File: config.mk
export PLATFORM = sky130hd
export DESIGN_NAME = fsc_device_flat
export DESIGN_NICKNAME = d
export VERILOG_FILES = /design/src/design/fsc_link_if.sv /design/src/design/fsc_device.sv /design/src/flat_wrapper.sv
export VERILOG_INCLUDE_DIRS = /design/src /design/src/design
export SDC_FILE = /design/constraint.sdc
export NUM_CORES = 1
export LEC_CHECK = 0
export ABC_AREA = 1
export BUFFER_PORTS_ARGS = -buffer_cell sky130_fd_sc_hd__buf_2
export CAP_MARGIN = 0
export CORE_UTILIZATION = 54
export DETAILED_ROUTE_END_ITERATION = 7
export PLACE_DENSITY = 0.92
export SETUP_SLACK_MARGIN = 0.5
export SLEW_MARGIN = 30
export SYNTH_ARGS = -nofsm -noshare
export SYNTH_HDL_FRONTEND = slang
export SYNTH_SLANG_ARGS = --single-unit
File: constraint.sdc
create_clock -name core_clk_i -period 4.2 [get_ports core_clk_i]
set_input_delay 0.21 -clock core_clk_i [delete_from_list [all_inputs] [get_ports core_clk_i]]
set_output_delay 0.21 -clock core_clk_i [all_outputs]
set_load 0.05 [all_outputs]
File: src/design/fsc_defs.svh
// Register map, field positions, reload values and timing counts of the frequency control bank.
`ifndef FSC_DEFS_SVH
`define FSC_DEFS_SVH
`define FSC_ADDR_HSDIV 8'h07
`define FSC_ADDR_DIVLO 8'h08
`define FSC_ADDR_MUL3 8'h09
`define FSC_ADDR_MUL2 8'h0a
`define FSC_ADDR_MUL1 8'h0b
`define FSC_ADDR_MUL0 8'h0c
`define FSC_ADDR_CTRL 8'h87
`define FSC_ADDR_FRZ 8'h89
`define FSC_CTRL_APPLY 6
`define FSC_CTRL_HOLD_MUL 5
`define FSC_CTRL_HOLD_CV 4
`define FSC_CTRL_RELOAD 0
`define FSC_FRZ_VARIANT 7
`define FSC_FRZ_HOLD_OSC 4
`define FSC_APPLY_VALUE 8'h40
`define FSC_FREEZE_FIXED 8'h10
`define FSC_FREEZE_VC 8'h90
`define FSC_NV_HSDIV 8'h01
`define FSC_NV_DIVLO 8'hc2
`define FSC_NV_MUL 32'h00000000
`define FSC_APPLY_CYCLES 4'h8
`define FSC_RELOAD_CYCLES 4'h4
`define FSC_APB_READY_IDLE 2'h0
`endif

File: src/design/fsc_link_if.sv
// Register access link between the controller and the oscillator register bank.
`timescale 1ns/100ps
`default_nettype none
interface fsc_link_if;
	logic req;
	logic wr;
	logic [7:0] addr;
	logic [7:0] wdata;
	logic [7:0] rdata;
	logic ack;
	modport ctrl (output req, output wr, output addr, output wdata, input rdata, input ack);
	modport dev (input req, input wr, input addr, input wdata, output rdata, output ack);
endinterface : fsc_link_if
`default_nettype wire

File: src/design/fsc_device.sv
// Oscillator register bank with divider, multiplier, apply, freeze and reload logic.
// ----------------------------------------------------------------------
// ----------------------------------------------------------------------
`include "fsc_defs.svh"
`timescale 1ns/100ps
`default_nettype none
module fsc_device #(
	parameter bit VC_VARIANT = 1'b0,
	parameter logic [3:0] FRZ_LOW_BITS = 4'h0
) (
	// Clock, enable and reset.
	input wire logic core_clk_i,
	input wire logic ce_i,
	input wire logic rst_i,
	// Register link.
	fsc_link_if.dev link,
	// Working settings toward the synthesiser.
	output logic [2:0] high_speed_divider_code_o,
	output logic [3:0] high_speed_ratio_o,
	output logic [6:0] output_divider_code_o,
	output logic [7:0] output_ratio_o,
	output logic [37:0] reference_multiplier_word_o,
	output logic [9:0] multiplier_integer_o,
	output logic [27:0] multiplier_fraction_o,
	output logic hold_oscillator_o,
	output logic hold_control_voltage_word_o,
	output logic apply_pulse_o
);
	// ----------------------------------------------------------------------
	// Register storage
	// ----------------------------------------------------------------------
	logic [7:0] hsdiv_reg;
	logic [7:0] divlo_reg;
	logic [31:0] mul_reg;
	logic apply_new_frequency;
	logic hold_mul;
	logic hold_cv;
	logic apply_done;
	logic reload;
	logic hold_osc;
	logic [3:0] apply_cnt;
	logic [3:0] reload_cnt;
	logic wr_hit;
	logic reload_done;

	// A write is taken in the first cycle of the request only, so it lands once.
	assign wr_hit = ce_i && link.req && link.wr && !link.ack;
	assign reload_done = reload && (reload_cnt == `FSC_RELOAD_CYCLES);
	assign apply_done = apply_new_frequency && apply_cnt == `FSC_APPLY_CYCLES && !hold_osc;

	// Data registers, overwritten by a finished reload.
	always_ff @(posedge core_clk_i or posedge rst_i) begin
		if (rst_i) begin
			hsdiv_reg <= 8'h00;
			divlo_reg <= 8'h00;
			mul_reg <= 32'h00000000;
		end else if (ce_i) begin
			if (reload_done) begin
				hsdiv_reg <= `FSC_NV_HSDIV;
				divlo_reg <= `FSC_NV_DIVLO;
				mul_reg <= `FSC_NV_MUL;
			end else if (wr_hit) begin
				unique case (link.addr)
					`FSC_ADDR_HSDIV: hsdiv_reg <= link.wdata;
					`FSC_ADDR_DIVLO: divlo_reg <= link.wdata;
					`FSC_ADDR_MUL3: mul_reg[31:24] <= link.wdata;
					`FSC_ADDR_MUL2: mul_reg[23:16] <= link.wdata;
					`FSC_ADDR_MUL1: mul_reg[15:8] <= link.wdata;
					`FSC_ADDR_MUL0: mul_reg[7:0] <= link.wdata;
					default: ;
				endcase
			end
		end
	end

	// Control register; self-clearing bits let a new write win over the clear.
	always_ff @(posedge core_clk_i or posedge rst_i) begin
		if (rst_i) begin
			apply_new_frequency <= 1'b0;
			hold_mul <= 1'b0;
			hold_cv <= 1'b0;
			reload <= 1'b0;
		end else if (ce_i) begin
			if (wr_hit && link.addr == `FSC_ADDR_CTRL) begin
				// A written zero leaves a pending bit to its own clear; a written one wins.
				apply_new_frequency <= link.wdata[`FSC_CTRL_APPLY] |
					(apply_new_frequency && !apply_done);
				hold_mul <= link.wdata[`FSC_CTRL_HOLD_MUL];
				hold_cv <= VC_VARIANT & link.wdata[`FSC_CTRL_HOLD_CV];
				reload <= link.wdata[`FSC_CTRL_RELOAD] | (reload && !reload_done);
			end else begin
				if (apply_done) begin
					apply_new_frequency <= 1'b0;
				end
				if (reload_done) begin
					reload <= 1'b0;
				end
			end
		end
	end

	// Freeze register; only the hold bit is writable.
	always_ff @(posedge core_clk_i or posedge rst_i) begin
		if (rst_i) begin
			hold_osc <= 1'b0;
		end else if (ce_i && wr_hit && link.addr == `FSC_ADDR_FRZ) begin
			hold_osc <= link.wdata[`FSC_FRZ_HOLD_OSC];
		end
	end

	// Apply and reload progress counters.
	always_ff @(posedge core_clk_i or posedge rst_i) begin
		if (rst_i) begin
			apply_cnt <= 4'h0;
			reload_cnt <= 4'h0;
		end else if (ce_i) begin
			apply_cnt <= (apply_new_frequency && apply_cnt != `FSC_APPLY_CYCLES) ?
				apply_cnt + 4'h1 : (apply_new_frequency ? apply_cnt : 4'h0);
			reload_cnt <= (reload && !reload_done) ? reload_cnt + 4'h1 : 4'h0;
		end
	end

	// Dividers load on apply unless the oscillator is held; the multiplier word also waits while the multiplier is held.
	always_ff @(posedge core_clk_i or posedge rst_i) begin
		if (rst_i) begin
			high_speed_divider_code_o <= 3'h0;
			output_divider_code_o <= 7'h00;
			reference_multiplier_word_o <= 38'h0;
			apply_pulse_o <= 1'b0;
		end else if (ce_i) begin
			apply_pulse_o <= 1'b0;
			if (apply_new_frequency && apply_cnt == `FSC_APPLY_CYCLES - 4'h1) begin
				if (!hold_osc) begin
					high_speed_divider_code_o <= hsdiv_reg[7:5];
					output_divider_code_o <= {hsdiv_reg[4:0], divlo_reg[7:6]};
					apply_pulse_o <= 1'b1;
				end
				if (!hold_osc && !hold_mul) begin
					reference_multiplier_word_o <= {divlo_reg[5:0], mul_reg};
				end
			end
		end
	end

	// Derived ratios and fixed point view.
	always_comb begin
		unique case (high_speed_divider_code_o)
			3'h0: high_speed_ratio_o = 4'h4;
			3'h1: high_speed_ratio_o = 4'h5;
			3'h2: high_speed_ratio_o = 4'h6;
			3'h3: high_speed_ratio_o = 4'h7;
			3'h5: high_speed_ratio_o = 4'h9;
			3'h7: high_speed_ratio_o = 4'hb;
			default: high_speed_ratio_o = 4'h0;
		endcase
		output_ratio_o = {1'b0, output_divider_code_o} + 8'h01;
		if (output_ratio_o[0] && output_divider_code_o != 7'h00) begin
			output_ratio_o = output_ratio_o + 8'h01;
		end
	end
	assign multiplier_integer_o = reference_multiplier_word_o[37:28];
	assign multiplier_fraction_o = reference_multiplier_word_o[27:0];
	assign hold_oscillator_o = hold_osc;
	assign hold_control_voltage_word_o = hold_cv;

	// Read path and single-cycle acknowledge.
	always_ff @(posedge core_clk_i or posedge rst_i) begin
		if (rst_i) begin
			link.rdata <= 8'h00;
			link.ack <= 1'b0;
		end else if (ce_i) begin
			link.ack <= link.req && !link.ack;
			unique case (link.addr)
				`FSC_ADDR_HSDIV: link.rdata <= hsdiv_reg;
				`FSC_ADDR_DIVLO: link.rdata <= divlo_reg;
				`FSC_ADDR_MUL3: link.rdata <= mul_reg[31:24];
				`FSC_ADDR_MUL2: link.rdata <= mul_reg[23:16];
				`FSC_ADDR_MUL1: link.rdata <= mul_reg[15:8];
				`FSC_ADDR_MUL0: link.rdata <= mul_reg[7:0];
				`FSC_ADDR_CTRL: link.rdata <= {1'b0, apply_new_frequency, hold_mul, hold_cv,
					3'h0, reload};
				`FSC_ADDR_FRZ: link.rdata <= {VC_VARIANT, 2'b00, hold_osc, FRZ_LOW_BITS};
				default: link.rdata <= 8'h00;
			endcase
		end
	end
endmodule : fsc_device
`default_nettype wire

File: src/flat_wrapper.sv
// flat-port wrapper written by rule: the top's interface ports become plain ports
module fsc_device_flat 
#(
	parameter bit VC_VARIANT = 1'b0,
	parameter logic [3:0] FRZ_LOW_BITS = 4'h0
)
  (core_clk_i, ce_i, rst_i, high_speed_divider_code_o, high_speed_ratio_o, output_divider_code_o, output_ratio_o, reference_multiplier_word_o, multiplier_integer_o, multiplier_fraction_o, hold_oscillator_o, hold_control_voltage_word_o, apply_pulse_o, link_req, link_wr, link_addr, link_wdata, link_rdata, link_ack);
  fsc_link_if link_i ();
  input wire logic core_clk_i;
  input wire logic ce_i;
  input wire logic rst_i;
  output logic [2:0] high_speed_divider_code_o;
  output logic [3:0] high_speed_ratio_o;
  output logic [6:0] output_divider_code_o;
  output logic [7:0] output_ratio_o;
  output logic [37:0] reference_multiplier_word_o;
  output logic [9:0] multiplier_integer_o;
  output logic [27:0] multiplier_fraction_o;
  output logic hold_oscillator_o;
  output logic hold_control_voltage_word_o;
  output logic apply_pulse_o;
  input wire logic [$bits(link_i.req)-1:0] link_req;
  input wire logic [$bits(link_i.wr)-1:0] link_wr;
  input wire logic [$bits(link_i.addr)-1:0] link_addr;
  input wire logic [$bits(link_i.wdata)-1:0] link_wdata;
  output wire logic [$bits(link_i.rdata)-1:0] link_rdata;
  output wire logic [$bits(link_i.ack)-1:0] link_ack;
  assign link_i.req = link_req;
  assign link_i.wr = link_wr;
  assign link_i.addr = link_addr;
  assign link_i.wdata = link_wdata;
  assign link_rdata = link_i.rdata;
  assign link_ack = link_i.ack;
  fsc_device #(.VC_VARIANT(VC_VARIANT), .FRZ_LOW_BITS(FRZ_LOW_BITS)) u_core (.core_clk_i(core_clk_i), .ce_i(ce_i), .rst_i(rst_i), .link(link_i), .high_speed_divider_code_o(high_speed_divider_code_o), .high_speed_ratio_o(high_speed_ratio_o), .output_divider_code_o(output_divider_code_o), .output_ratio_o(output_ratio_o), .reference_multiplier_word_o(reference_multiplier_word_o), .multiplier_integer_o(multiplier_integer_o), .multiplier_fraction_o(multiplier_fraction_o), .hold_oscillator_o(hold_oscillator_o), .hold_control_voltage_word_o(hold_control_voltage_word_o), .apply_pulse_o(apply_pulse_o));
endmodule
==> summary.txt <==
========================================================================================
Run status                                                                  finished clean
Setup repair after global routing missed its margin                                false
Die W                                                                             106 um
Number of antenna violations at the first check in global routing                      0
Setup fix buffers added after clock tree synthesis                                     0
Tcrit/Tclk final                                                                   62.0%
Power density relative to cell area                                          523 mW/mm^2
Flip-flop cell with the highest count after synthesis                            dfrtp_1
Clk sinks                                                                            118
Core region area                                                            0.0104 sq mm
Number of global-route vias before repair                                           5011
1st-pass router iterations                                                             6
Worst setup SP type                                                            flip-flop
Leakage power                                                                    3.97 nW
Number of distinct library cells after synthesis                                      29
Clock transition at the registers of the reported paths                            50 ps
Drt via density                                                                     5.51
Depth of the most critical reg-to-reg path                                             7
Via count                                                                           5342
Buffer depth of the longest clock path                                                 2
H-Tree Depth                                                                           4
Yosys warns                                                                            0
Net count of the finished layout                                                     849
Endpoints failing setup                                                                0
Count of pins over their slew limit                                                    0
Sum of routed wire length over all layers                                       14600 um
Endpoint with the worst hold slack                                          u_core.divlo_reg[7]
Worst-Margin Slew                                                                 887 ps
CP Capture Type                                                               output pin
Number of buffers created by CTS                                                      17
Worst hold path class                                                          in -> reg
Delay of the slowest cell on the worst path                                       430 ps
Number of DRC violations after detailed-routing iteration 0                          542
Arrival time at the worst endpoint                                               2390 ps
Critical register-to-register path startpoint                               u_core.reload_cnt[0]
Slowest library cell on the worst path                                           dfrtp_1
Overall power                                                                    3.62 mW
Die Footprint                                                               0.0113 sq mm
Maximum clock skew at final layout                                               4.79 ps
Hold path startpoint                                                        link_wdata[7]
Post-synthesis instance total                                                        732
Share of synthesized area occupied by flip-flops and latches                       50.4%
Total half-perimeter wirelength after legalization and detailed placement        9860 um
GRT Resource Usage Total                                                           27.6%
Post-layout minimum cycle time                                                   2600 ps
Maximum number of pins on one net before global-route repair                          53
Largest register FFs                                                                  38
Highest achievable clock rate                                                    384 MHz
Worst flop-to-flop path endpoint                                            u_core.mul_reg[1]
Most frequent cell on the critical path                                          nand2_1
TritonCTS clock tree                                                                 yes
Number of hold violations in the final report                                          0
Worst-case register-to-register setup slack                                      1740 ps
Synthesized Nets                                                                     760
Worst path cell trace                                                       ha_1 -> nand2_1 -> inv_1 -> nor2_1 -> nand2_1 -> nor2_1 -> nand2_1 -> o21ai_0 -> buf_2
Global-route wire length before repair                                          24000 um
Largest driver fanout on the critical path                                             6
Number of placement rows                                                              37
DRC errors left                                                                        0
Peak VDD IR                                                                   0.000373 V
Number of flops mapped to enable cells by yosys                                        0
Worst max-slew margin expressed relative to the limit                              40.7%
Post-synthesis to final-layout area growth                                         18.3%
Count of inserted antenna diode cells                                                  0
Max Cap Violations                                                                     0
WL per Instance                                                                  15.0 um
Cell chosen for the clock root                                                  clkbuf_8
FF+latch count, synth                                                                118
Clock network latency to the later pin of the worst-skew pair                     520 ps
Starting utilization of the core area                                              56.2%
Share of synthesized flip-flops with an asynchronous set or reset                   100%
Count of port buffers added during placement                                         129
Chip height                                                                       106 um
Synthesized area                                                            0.00585 sq mm
Global placer's final weighted congestion                                          0.977
Average footprint of a synthesized cell                                       8.00 sq um
I/O pins                                                                             131
Post-route ant nets                                                                    0
Final setup TNS                                                                     0 ps
Endpoint required time on the critical path                                      3990 ps
Share of final-layout standard cells stronger than drive strength 1                21.1%
Worst hold path depth                                                                  5
Critical Setup Path Class                                                     reg -> out
Residual overflow from global routing                                                  0
========================================================================================
[cells in the final DEF (no fill, tap or decap), types with 3 or more instances in the layout]
cell,n
a21oi_1,18
buf_2,129
buf_4,4
bufinv_16,4
clkbuf_16,16
clkinv_2,3
clkinvlp_4,5
dfrtp_1,117
dlygate4sd3_1,5
ha_1,7
inv_1,50
nand2_1,240
nand3_1,61
nand4_1,4
nor2_1,48
nor2_2,3
o21ai_0,87
xnor2_1,4
xor2_1,5
[cell usage after synthesis (all sizes together), types with 2 or more instances]
cell type  instances  share of area (%)
xor2               5               0.75
ha                 7                1.5
o21ai             89                7.6
buf               56                6.8
nand3             61                5.2
nand3b             2               0.26
o31ai              2               0.26
dfrtp            118                 50
nand2            241                 15
a21oi             19                1.8
nor2              53                3.7
clkbuf            12               0.77
o211ai             2               0.26
xnor2              4               0.60
inv               52                3.3
nand4              6               0.85
[worst max path at each step]
stage,startpoint,cells after the start,slack (ps),to
6_report,u_core.output_divider_code_o[0],9,1600,output_ratio_o[7]
5_1_grt,u_core.output_divider_code_o[0],9,1360,output_ratio_o[7]
4_1_cts,u_core.output_divider_code_o[0],9,1590,output_ratio_o[7]
3_5_place_dp,u_core.reload_cnt[0],7,1860,u_core.mul_reg[30]
3_3_place_gp,u_core.reload_cnt[0],7,1950,u_core.mul_reg[1]
2_1_floorplan,rst_i,1,860,u_core.apply_cnt[0]
[kinds of logic after synthesis]
logic type / Yosys count / synth area share, %
AOI/OAI and AO/OA: 113 / 10.1
and+or+nand+nor: 363 / 25.5
muxes: 1 / 0.192
adders and majority gates: 7 / 1.50
xor gates and xnor gates: 9 / 1.35
other: 1 / 0.0641
buffers and inverters: 120 / 10.9
DFF: 118 / 50.4
[what timing repair did]
item	4_1_cts	5_1_grt
resized for setup	0	0
hold endpoints to repair	44	0
hold buffers	5	0
[layout make-up]
type / instances / area, sq um
clock buffer: 19 / 422
clock inverter: 13 / 181
fill: 844 / 3490
inverter: 52 / 198
multi-input combinational: 494 / 2270
sequential: 118 / 2950
tap: 136 / 170
timing repair buffer: 138 / 726
[critical path, delay by kind of cell, from the launching register on]
kind            cells  cell delay (ps)
fa+ha+maj           1              250
flops               1              430
compound gates      1              140
simple gates        5              700
buf+inv             2              350
[power breakdown]
| group | leakage (nW) | switching, mW | internal [mW] | total [mW] |
|---|---|---|---|---|
| Clock | 0.280 | 0.510 | 0.959 | 1.47 |
| Sequential | 1.54 | 0.209 | 1.34 | 1.55 |
| Combinational | 2.15 | 0.418 | 0.179 | 0.597 |
| Total | 3.97 | 1.14 | 2.48 | 3.62 |
[metrics by stage]
stage | worst slack (ps) | hold slack, ps | std cells | cell area, sq um | utilization [%]
finish | 1600 | 49.1 | 970 | 6920 | 66.5
global placement | 1950 | 287 | 933 | 6260 | 60.1
CTS | 1590 | 37.1 | 970 | 6920 | 66.4
global route | 1360 | 68.5 | 970 | 6920 | 66.5
detailed placement | 1860 | 293 | 933 | 6260 | 60.1
floorplan | 861 | 331 | 732 | 5850 | -
[metal layers]
layer | global-route usage (%) | part of all wire [%] | wire length [um]
met1 | 35.0 | 40 | 5860
met2 | 44.0 | 47 | 6870
met3 | 9.07 | 10 | 1460
met4 | 10.6 | 2.5 | 370
met5 | 0 | 0 | 0
Power figures use the tool's default switching activity.
